**config.mk**
```make
export PLATFORM = sky130hd
export DESIGN_NAME = pll_clock_and_reset_sequencer
export DESIGN_NICKNAME = d
export VERILOG_FILES = /design/src/rtl/pll_seq_pkg.sv /design/src/rtl/pll_clock_and_reset_sequencer.sv
export VERILOG_INCLUDE_DIRS = /design/src /design/src/rtl
export SDC_FILE = /design/constraint.sdc
export NUM_CORES = 1
export LEC_CHECK = 0
export BUFFER_PORTS_ARGS = -buffer_cell sky130_fd_sc_hd__buf_4
export CORE_MARGIN = 2
export CORE_UTILIZATION = 56
export DETAILED_ROUTE_END_ITERATION = 8
export PLACE_DENSITY = 0.82
export SYNTH_ARGS = -nofsm -noshare
export SYNTH_HDL_FRONTEND = slang
export SYNTH_SLANG_ARGS = --single-unit
```
**constraint.sdc**
```tcl
create_clock -name ref_clk -period 2.95 [get_ports ref_clk]
set_clock_uncertainty 0.05 [all_clocks]
set_input_delay 0.295 -clock ref_clk [delete_from_list [all_inputs] [get_ports ref_clk]]
set_output_delay 0.295 -clock ref_clk [all_outputs]
set_load 0.005 [all_outputs]
```
**src/rtl/pll_seq_map.svh**
```systemverilog
`ifndef PLL_SEQ_MAP_SVH
`define PLL_SEQ_MAP_SVH

// Register byte offsets
`define CTRL_OFS 4'h0
`define XCFG_OFS 4'h4
`define STAT_OFS 4'h8

// Field layout and reset values
`define MULT_W 4
`define BOOT_PIN_W 4
`define XCFG_RST 2'h3
`define BOOT_LOADER_CODE 4'hF

// Timing in input-clock cycles, except BOOT_SYS_CYC in system-clock cycles and EDGES_PER_SYS in edges per system-clock cycle
`define WD_PULSE_CYC 10'd512
`define BUS_VALID_CYC 6'd32
`define BOOT_SYS_CYC 1260
`define EDGES_PER_SYS 2
`define PLL_LOCK_CYC 131072

// Rates, in system-clock edges per input-clock cycle
`define RATE_DIS 5'd2
`define RATE_BYP 5'd1

`endif

```
**src/rtl/pll_seq_pkg.sv**
```systemverilog
package pll_seq_pkg;
    `include "pll_seq_map.svh"

    typedef enum logic [1:0] {
        M_DIS = 2'b00,
        M_BYP = 2'b01,
        M_PLL = 2'b10
    } clk_mode_t;

    typedef enum logic [1:0] {
        B_HOLD = 2'b00,
        B_RUN = 2'b01,
        B_DONE = 2'b10
    } boot_st_t;

    typedef struct packed {
        logic [2:0] s_rst;
        logic [2:0] s_pll;
        logic [2:0] s_bl;
        logic [2:0][`BOOT_PIN_W-1:0] s_bm;
        logic rst_in;
        logic pll_dis;
        logic mp_mode;
        logic [9:0] wd_cnt;
        logic [5:0] bus_cnt;
        logic bus_valid;
        logic [`MULT_W-1:0] mult;
        logic [`MULT_W-1:0] mult_act;
        logic [17:0] lock_cnt;
        logic locking;
        logic [1:0] xcfg;
        logic [4:0] rate;
        logic [7:0] edge_acc;
        logic clk_out;
        boot_st_t boot_st;
        logic [11:0] boot_cnt;
        logic [`BOOT_PIN_W-1:0] boot_mode;
        logic to_loader;
        logic ack;
        logic [31:0] rdata;
    } seq_state_t;
endpackage

```
**src/rtl/pll_clock_and_reset_sequencer.sv**
```systemverilog
`timescale 1ns/1ns
`default_nettype none
`include "pll_seq_map.svh"

module pll_clock_and_reset_sequencer
    import pll_seq_pkg::*;
#(
    parameter int LOCK_CYC = `PLL_LOCK_CYC
) (
    input wire logic ref_clk,
    input wire logic nrst,
    input wire logic reset_pin_in,
    output logic reset_pin_out,
    output logic reset_pin_oe,
    input wire logic pll_disable_strap,
    input wire logic boot_location_strap,
    input wire logic [`BOOT_PIN_W-1:0] boot_mode_pins,
    input wire logic wd_reset_req,
    output logic core_rst_n,
    output logic ext_bus_valid,
    output logic clock_output_pin,
    output logic [4:0] sys_clk_edges,
    output clk_mode_t clock_mode,
    output logic boot_done,
    output logic boot_to_loader,
    input wire logic [3:0] avs_address,
    input wire logic avs_read,
    input wire logic avs_write,
    input wire logic [31:0] avs_writedata,
    output logic [31:0] avs_readdata,
    output logic avs_waitrequest
);

    localparam logic [17:0] LOCK_LAST = 18'(LOCK_CYC - 1);
    localparam logic [11:0] BOOT_EDGES = 12'(`BOOT_SYS_CYC * `EDGES_PER_SYS);

    seq_state_t st_r;
    seq_state_t st_nxt;
    clk_mode_t mode;
    logic req;
    logic wr_go;
    logic [31:0] stat_word;
    logic [1:0] div_sel;

    localparam int STRAP_N = 2 + `BOOT_PIN_W;
    localparam int LAST_STRAP = STRAP_N - 1;

    logic rst_agree;
    logic [STRAP_N-1:0] strap_s2;
    logic [STRAP_N-1:0] strap_s3;
    logic [STRAP_N-1:0] strap_agree;
    logic straps_settled;
    logic boot_pins_settled;
    logic sel_ctrl;
    logic sel_xcfg;
    logic sel_stat;
    logic rd_take;
    logic wr_ctrl;
    logic wr_xcfg;
    logic [`MULT_W-1:0] mult_wdata;
    logic mult_wr_nonzero;
    logic lock_expired;
    logic bus_last;
    logic [11:0] boot_cnt_sum;
    logic boot_reached;
    logic [4:0] rate_sel;
    logic [31:0] rd_word;
    logic [9:0] wd_cnt_upd;
    logic [17:0] lock_cnt_upd;
    logic [5:0] bus_cnt_upd;
    logic [11:0] boot_cnt_upd;
    logic [7:0] acc_upd;
    logic clk_out_upd;

    always_comb begin
        if (st_r.pll_dis) begin
            mode = M_DIS;
        end else if (st_r.mult_act != '0) begin
            mode = M_PLL;
        end else begin
            mode = M_BYP;
        end
    end

    always_comb begin
        stat_word = '0;
        stat_word[1:0] = mode;
        stat_word[2] = st_r.locking;
        stat_word[3] = st_r.mp_mode;
        stat_word[5:4] = st_r.boot_st;
        stat_word[9:6] = st_r.boot_mode;
        stat_word[10] = st_r.to_loader;
        stat_word[11] = st_r.bus_valid;
        stat_word[15:12] = st_r.mult_act;
    end

    assign req = avs_read | avs_write;
    assign wr_go = avs_write & st_r.ack;
    assign div_sel = {1'b0, st_r.xcfg[0]} + {1'b0, st_r.xcfg[1]};

    assign rst_agree = st_r.s_rst[1] == st_r.s_rst[2];
    assign strap_s2 = {st_r.s_pll[1], st_r.s_bl[1], st_r.s_bm[1]};
    assign strap_s3 = {st_r.s_pll[2], st_r.s_bl[2], st_r.s_bm[2]};

    // A strap bit counts only once stages two and three agree
    generate
        for (genvar i = 0; i < STRAP_N; i++) begin : g_strap
            assign strap_agree[i] = strap_s2[i] == strap_s3[i];
        end
    endgenerate
    assign straps_settled = &strap_agree[LAST_STRAP:LAST_STRAP-1];
    assign boot_pins_settled = &strap_agree[`BOOT_PIN_W-1:0];

    assign sel_ctrl = avs_address == `CTRL_OFS;
    assign sel_xcfg = avs_address == `XCFG_OFS;
    assign sel_stat = avs_address == `STAT_OFS;
    assign rd_take = req & ~st_r.ack;
    assign wr_ctrl = wr_go & sel_ctrl;
    assign wr_xcfg = wr_go & sel_xcfg;
    assign mult_wdata = avs_writedata[`MULT_W-1:0];
    assign mult_wr_nonzero = mult_wdata != '0;
    assign lock_expired = st_r.locking & (st_r.lock_cnt == '0);
    assign bus_last = st_r.bus_cnt == `BUS_VALID_CYC - 6'd1;
    assign boot_cnt_sum = st_r.boot_cnt + 12'(st_r.rate);
    assign boot_reached = boot_cnt_sum >= BOOT_EDGES;

    // One boot-mode code goes to destination memory, every other to the loader
    function automatic logic pick_loader(input logic [`BOOT_PIN_W-1:0] code);
        logic hit;
        hit = code == `BOOT_LOADER_CODE;
        return !hit;
    endfunction

    // Read data mux; unmapped offsets read as zero
    always_comb begin
        rd_word = '0;
        if (sel_ctrl) begin
            rd_word[`MULT_W-1:0] = st_r.mult;
        end else if (sel_xcfg) begin
            rd_word[1:0] = st_r.xcfg;
        end else if (sel_stat) begin
            rd_word = stat_word;
        end
    end

    // System-clock edges per input cycle for the mode now in force
    always_comb begin
        unique case (mode)
            M_DIS: rate_sel = `RATE_DIS;
            M_BYP: rate_sel = `RATE_BYP;
            M_PLL: rate_sel = 5'(st_r.mult_act);
            default: rate_sel = `RATE_BYP;
        endcase
    end

    // Watchdog pulse length; a request while a pulse runs is ignored
    always_comb begin
        wd_cnt_upd = st_r.wd_cnt;
        if (st_r.wd_cnt != '0) begin
            wd_cnt_upd = st_r.wd_cnt - 10'd1;
        end else if (wd_reset_req) begin
            wd_cnt_upd = `WD_PULSE_CYC;
        end
    end

    // Lock interval: reloaded by every non-zero multiplier write while the PLL is not disabled
    always_comb begin
        lock_cnt_upd = st_r.lock_cnt;
        if (wr_ctrl && mult_wr_nonzero) begin
            lock_cnt_upd = LOCK_LAST;
        end else if (st_r.locking && !lock_expired) begin
            lock_cnt_upd = st_r.lock_cnt - 18'd1;
        end
    end

    always_comb begin
        bus_cnt_upd = st_r.bus_cnt;
        if (!st_r.rst_in) begin
            bus_cnt_upd = '0;
        end else if (!st_r.bus_valid) begin
            bus_cnt_upd = st_r.bus_cnt + 6'd1;
        end
    end

    always_comb begin
        boot_cnt_upd = st_r.boot_cnt;
        if (!st_r.rst_in) begin
            boot_cnt_upd = '0;
        end else if (st_r.boot_st == B_RUN) begin
            boot_cnt_upd = boot_cnt_sum;
        end
    end

    assign acc_upd = st_r.edge_acc + 8'(st_r.rate);
    // Clock output tap: each set divider bit halves the output once more
    always_comb begin
        unique case (div_sel)
            2'h0: clk_out_upd = st_r.edge_acc[0];
            2'h1: clk_out_upd = st_r.edge_acc[1];
            2'h2: clk_out_upd = st_r.edge_acc[2];
            default: clk_out_upd = st_r.edge_acc[0];
        endcase
    end

    always_comb begin
        st_nxt = st_r;

        // Pin inputs: three flops, a change counts once stages two and three agree
        st_nxt.s_rst = {st_r.s_rst[1:0], reset_pin_in};
        st_nxt.s_pll = {st_r.s_pll[1:0], pll_disable_strap};
        st_nxt.s_bl = {st_r.s_bl[1:0], boot_location_strap};
        st_nxt.s_bm = {st_r.s_bm[1:0], boot_mode_pins};
        if (rst_agree) begin
            st_nxt.rst_in = st_r.s_rst[2];
        end

        // Watchdog pulse on the open-drain reset pin
        st_nxt.wd_cnt = wd_cnt_upd;

        // Register bus: one wait cycle, answer at the second edge
        st_nxt.ack = rd_take;
        if (rd_take) begin
            st_nxt.rdata = rd_word;
        end
        if (wr_xcfg) begin
            st_nxt.xcfg = avs_writedata[1:0];
        end

        // PLL multiplier and lock
        if (st_r.pll_dis) begin
            st_nxt.mult_act = '0;
            st_nxt.locking = 1'b0;
        end else if (wr_ctrl) begin
            st_nxt.mult = mult_wdata;
            if (mult_wr_nonzero) begin
                st_nxt.locking = 1'b1;
                st_nxt.lock_cnt = lock_cnt_upd;
            end else begin
                st_nxt.locking = 1'b0;
                st_nxt.mult_act = '0;
            end
        end else if (st_r.locking) begin
            if (lock_expired) begin
                st_nxt.locking = 1'b0;
                st_nxt.mult_act = st_r.mult;
            end else begin
                st_nxt.lock_cnt = lock_cnt_upd;
            end
        end

        // System clock rate in edges per input cycle
        st_nxt.rate = rate_sel;
        st_nxt.edge_acc = acc_upd;
        st_nxt.clk_out = clk_out_upd;

        // Reset sequencing
        if (!st_r.rst_in) begin
            if (straps_settled) begin
                st_nxt.pll_dis = ~st_r.s_pll[2];
                st_nxt.mp_mode = st_r.s_bl[2];
            end
            st_nxt.bus_cnt = bus_cnt_upd;
            st_nxt.bus_valid = 1'b0;
            st_nxt.boot_st = B_HOLD;
            st_nxt.boot_cnt = boot_cnt_upd;
        end else begin
            if (!st_r.bus_valid) begin
                if (bus_last) begin
                    st_nxt.bus_valid = 1'b1;
                end
                st_nxt.bus_cnt = bus_cnt_upd;
            end
            unique case (st_r.boot_st)
                B_HOLD: begin
                    st_nxt.boot_st = st_r.mp_mode ? B_DONE : B_RUN;
                    st_nxt.to_loader = 1'b0;
                end
                B_RUN: begin
                    // Counts the live rate, so a debugger re-run follows the PLL setting
                    if (boot_reached && boot_pins_settled) begin
                        st_nxt.boot_mode = st_r.s_bm[2];
                        st_nxt.to_loader = pick_loader(st_r.s_bm[2]);
                        st_nxt.boot_st = B_DONE;
                    end
                    st_nxt.boot_cnt = boot_cnt_upd;
                end
                B_DONE: begin
                    st_nxt.boot_st = B_DONE;
                end
                default: st_nxt.boot_st = B_HOLD;
            endcase
        end
    end

    always_ff @(posedge ref_clk or negedge nrst) begin
        if (!nrst) begin
            st_r <= '0;
            st_r.xcfg <= `XCFG_RST;
            st_r.rate <= `RATE_BYP;
            st_r.boot_st <= B_HOLD;
        end else begin
            st_r <= st_nxt;
        end
    end

    assign reset_pin_out = 1'b0;
    assign reset_pin_oe = st_r.wd_cnt != '0;
    assign core_rst_n = st_r.rst_in;
    assign ext_bus_valid = st_r.bus_valid;
    assign clock_output_pin = st_r.clk_out;
    assign sys_clk_edges = st_r.rate;
    assign clock_mode = mode;
    assign boot_done = st_r.boot_st == B_DONE;
    assign boot_to_loader = st_r.to_loader;
    assign avs_readdata = st_r.rdata;
    assign avs_waitrequest = req & ~st_r.ack;

endmodule
`default_nettype wire

```
### After elaboration in Yosys (flattened, before gate mapping)

Index checks and enable logic that the tools add are counted.
W data, S select, Z words.

| storage, ports and cells | value |
|---|---|
| logic and storage cells | 125 |
| input port bits | 48 |
| output and inout port bits | 47 |
| flip-flop bits (word level) | 136 |

| operators by class | value |
|---|---|
| order comparisons | 1 |
| mux-type cells | 35 |
| bitwise operators | 10 |
| reductions and logical operators | 24 |
| equal/unequal tests | 23 |
| $add $sub $neg | 6 |

Operators with widths:

| operator | number |
|---|---|
| $mux W18 | 4 |
| $mux W23 | 2 |
| $mux W16 | 2 |
| $mux W14 | 2 |
| $mux W28 | 1 |
| $mux W10 | 2 |
| $logic_not A18 Y1 | 1 |
| $sub A18 B1 Y18 const B | 1 |
| $mux W4 | 4 |
| $mux W7 | 2 |
| $add A12 B5 Y12 | 1 |
| $ge A12 B12 Y1 const B | 1 |
| $mux W12 | 1 |
| $reduce_and A3 Y1 | 4 |
| $mux W2 | 5 |
| $reduce_bool A10 Y1 | 1 |
| $sub A10 B1 Y10 const B | 1 |
| $add A8 B5 Y8 | 1 |
| $eq A4 B4 Y1 const B | 2 |
| $pmux W4 S2 | 1 |
| $reduce_and A4 Y1 | 2 |
| $reduce_bool A4 Y1 | 2 |
| $eq A1 B1 Y1 | 7 |
| $add A6 B1 Y6 const B | 1 |
| 24 further kinds | 48 |

### Logic depth before layout (Yosys ltp)

| logic depth | value |
|---|---|
| word-level depth | 10 |
| mapped depth | 9 |
| depth with buffers taken out | 8 |

### Worst setup path before layout

No wires, ideal clock.

| path | value |
|---|---|
| path kind | register -> register |
| start | register st_r (netlist bit sys_clk_edges[0]) |
| end | register st_r[34] (netlist name) |
| library setup time | 0.125 ns |
| path buffers | 0 |
| stages on the path, launching flop included | 9 |
| arrival time | 2.315 ns |
| path slack | 0.461 ns |
| clock period less this slack | 2.489 ns |
| path through | dfstp_2 > ha_1 > fa_1 > nand3_1 > nand2_1 > nor4b_1 > nor4b_4 > o211ai_4 > mux2_4 |

| on the way | value |
|---|---|
| longest elaborated chain between the ends | 4 |

RTL lines:

| element | RTL line | text |
|---|---|---|
| start: declaration | pll_clock_and_reset_sequencer.sv:37 | `seq_state_t st_r;` |
| start signal: assignment | pll_clock_and_reset_sequencer.sv:302 | `st_r <= st_nxt;` |
| $add A12 B5 Y12 | pll_clock_and_reset_sequencer.sv:124 | `assign boot_cnt_sum = st_r.boot_cnt + 12'(st_r.rate);` |
| $ge A12 B12 Y1 | pll_clock_and_reset_sequencer.sv:125 | `assign boot_reached = boot_cnt_sum >= BOOT_EDGES;` |
| $logic_and A1 B1 Y1 | pll_clock_and_reset_sequencer.sv:280 | `if (boot_reached && boot_pins_settled) begin` |
| $reduce_and A3 Y1 (no line) | - |  |

No other way between the ends.
A chain may end at the register's enable or synchronous reset.

### Worst setup path in the final report

| path | value |
|---|---|
| start | register st_r (netlist bit sys_clk_edges[0]) |
| end | register st_r[36] (netlist name) |

The elaborated chain is that of the path after synthesis.

==> summary.txt <==
Synth
  – Mean area per synthesized cell: between 10 and 15 um2
  – Synth unique cells: 63
  – Synthesized area: between 5000 and 6000 um2
  – Synth async-reset ratio: 1.00
  – Register area share after synthesis: 0.504
  – Post-synth EDFFs: 0
  – Mapped Cells: 525
  – Synth warnings: 0
  – Number of synthesized register bits: around 110
  – Commonest register cell after synthesis: dfrtp_1

CTS
  – CTS buffer count: 17
  – Postcts setup bufs: 0
  – Maximum buffer depth of the clock tree: 2
  – Cts hold-fix bufs: 12
  – Clk_lat worst skew: ~0.52 ns
  – Root buf cell: clkbuf_8
  – CTS tree: built
  – Reg clk slew, reported paths: around 0.060 ns
  – PostCTS Resize Cnt: 0
  – Clock sink count: between 100 and 150
  – H-Tree Depth: 4

Floorplanning
  – Row count: 36
  – Initial Utilization: 0.577
  – Die Y: 105 um
  – Core area: between 9000 and 10,000 um2
  – Number of primary I/O pins: 95
  – DIE AREA: between 10,000 and 15,000 um2
  – Horiz. Die Dim: between 100 and 150 um

Pwr
  – Pwr per Cell Area: approximately 750 nW/um2
  – Overall Power: about 5.1 mW
  – Net Sw Frac: 0.305
  – Logic gate share of total power: 0.175
  – Clk pwr share: 0.401
  – Leak: 3.10 nW
  – Switch Pwr: between 1.5 and 2 mW
  – Sequential share of power: 0.424
  – P_int: ~3.5 mW
  – Peak supply drop: approximately 0.00041 V

Timing
  – Max-slew violation count: 0
  – RSZ-0062 raised after global routing: false
  – Endpoints failing setup: 0
  – Hold WS: 0.0743 ns
  – Slew HR: 0.433
  – Fin crit period: between 2 and 3 ns
  – F_max: 365 MHz
  – Setup TNS: 0 ns
  – Slew of the pin with the lowest slew margin: between 0.8 and 0.9 ns
  – Number of hold violations in the final report: 0
  – Final period util: 0.930

Global route
  – Total Routing Usage GR: 0.214
  – Met1 layer usage reported by global route: 0.278
  – M2 GR Usage: 0.341
  – GRT Max-Usage Layer: met2
  – GRT overflow: 0
  – Global-route wire length before repair: 18.8 mm
  – Initial antenna violation count: 0
  – Number of global-route vias before repair: a little under 4,000
  – M3 GR Usage: 0.0655
  – Largest net degree at the start of global routing: 59

Layout
  – Post-route insts no fill: approximately 730
  – Fin area: approximately 6700 um2
  – Final net count: ~640
  – Layout area overhead: 18.1%
  – Share of cells above drive strength 1: 0.208
  – Diodes inserted: 0
  – Commonest non-fill, non-tap cell in the layout: dfrtp_1
  – Most frequent cells in the layout: 111 x dfrtp_1, 55 x buf_4, 47 x nand2_1

Place
  – I/O Buffers: between 40 and 50
  – Placed insts: just under 700
  – Placed Area: between 5000 and 6000 um2
  – Post-DP HPWL: 7.30 mm
  – Gpl congestion: around 0.86

Worst setup path
  – WS Path Type: reg2reg
  – Critical Path End Type: register
  – Worst path required time: 3.30 ns
  – CP max stage cell: dfstp_2
  – Reg2Reg Depth: 8
  – Crit Reg-Reg Endpoint: st_r[36]
  – R2R Setup Slk: 0.21 ns
  – Largest fanout on the critical path: 5
  – Arrival time worst endpoint: 3.10 ns
  – Reg2reg start: sys_clk_edges[0]
  – CP Cell Sequence: ha_1 > fa_1 > nand3_1 > nand2_1 > nor4b_1 > nor4b_4 > o211ai_4 > mux2_4
  – Critical path's largest stage delay: around 0.55 ns
  – Startpoint Class: register

Run
  – Number of max-cap violations: 0

Detailed routing
  – Length of the first detailed-routing pass in iterations: 4
  – WL/cell: 15.1 um
  – Vias: between 3,000 and 4,000
  – DRC: 0
  – ANT nets after route: 0
  – Via/cell ratio: 5.42
  – DRT iter0 DRCs: just under 200
  – Detailed-route wire length: roughly 11 mm

Hold path
  – Hold Crit Class: in2reg
  – Endpoint, Worst Hold: st_r[103]
  – Worst hold path startpoint: wd_reset_req
  – Worst Hold Path Cells: 4

Outcome
  – Outcome: finished, final reports clean
sequential cells by signal, summed over array words and instances, names as in the netlist:
signal / flops
ext_bus_valid: 1
avs_readdata: 16
boot_to_loader: 1
core_rst_n: 1
sys_clk_edges: 4
st_nxt: 14
clock_output_pin: 1
st_r: 76
layout make-up:
cell class	instances	area, um2
Fill cell	747	3120
Multi-Input combinational cell	357	2460
Clock buffer	17	414
Clock inverter	15	173
Inverter	21	78.8
Tap cell	133	166
Timing Repair Buffer	68	553
Sequential cell	114	2860
worst max path at each step:
stage | from | slack (ns) | endpoint
after CTS | sys_clk_edges[0] | 0.21 | st_r[34]
after global routing | sys_clk_edges[0] | 0.07 | st_r[34]
after floorplan | sys_clk_edges[0] | 0.46 | st_r[34]
after detailed placement | sys_clk_edges[0] | 0.22 | st_r[35]
after global placement | sys_clk_edges[0] | 0.30 | st_r[34]
final | sys_clk_edges[0] | 0.21 | st_r[36]
Yosys cell counts, types with 5 or more instances:
cell,number,area share
xnor2_1,26,0.040
dfrtp_1,111,0.49
nand3_1,7,0.0062
and2_1,9,0.0099
ha_1,15,0.033
mux2i_1,8,0.014
nand2b_1,6,0.0066
o21ai_0,18,0.016
inv_1,21,0.014
or3_1,9,0.0099
nor4_1,9,0.0099
mux2_2,7,0.014
a21oi_1,21,0.019
or2_2,5,0.0055
nor2b_1,11,0.012
nand2_1,47,0.031
a22o_1,14,0.022
buf_4,41,0.054
nor2_1,31,0.021
xor2_1,12,0.019
clkbuf_1,9,0.0060
nand4_1,6,0.0066
nor3_1,15,0.013
critical path: cells and delay by family, from the launching register on:
family / cells / cell delay [ns]
multiplexers: 1 / 0.33
AND/OR/NAND/NOR: 4 / 0.92
flip-flops: 1 / 0.55
AO/OA/AOI/OAI: 1 / 0.33
adder cells (fa/ha/maj): 2 / 0.46
power by group through the flow:
stage	clock [mW]	sequential [mW]	combinational (mW)
floorplan	0	2.08	0.665
global placement	0	2.13	0.807
detailed placement	0	2.16	0.866
CTS	2.06	2.14	0.891
global route	2.15	2.18	1.01
finish	2.03	2.14	0.883
per-stage QoR:
step,worst slack [ns],utilization
after detailed placement,0.224,0.610
final,0.207,0.682
after global placement,0.301,0.610
after floorplan,0.461,-
after CTS,0.209,0.682
after global routing,0.0678,0.682
metal layers:
layer / share of wire / wire length, um / vias to the layer above
met2: 0.50 / 5430 / 91
met5: 0 / 0 / -
li1: - / - / 1881
met1: 0.44 / 4850 / 1941
met4: 0.016 / 172 / 0
met3: 0.043 / 464 / 18
logic make-up after synthesis:
| kind of cell | share of synthesized area |
|---|---|
| mux | 0.0386 |
| buf+inv | 0.0742 |
| compound gates | 0.115 |
| xor+xnor | 0.0587 |
| simple gates | 0.167 |
| flops | 0.504 |
| other cells | 0.000661 |
| fa+ha+maj | 0.0419 |
Power figures use the tool's default switching activity.
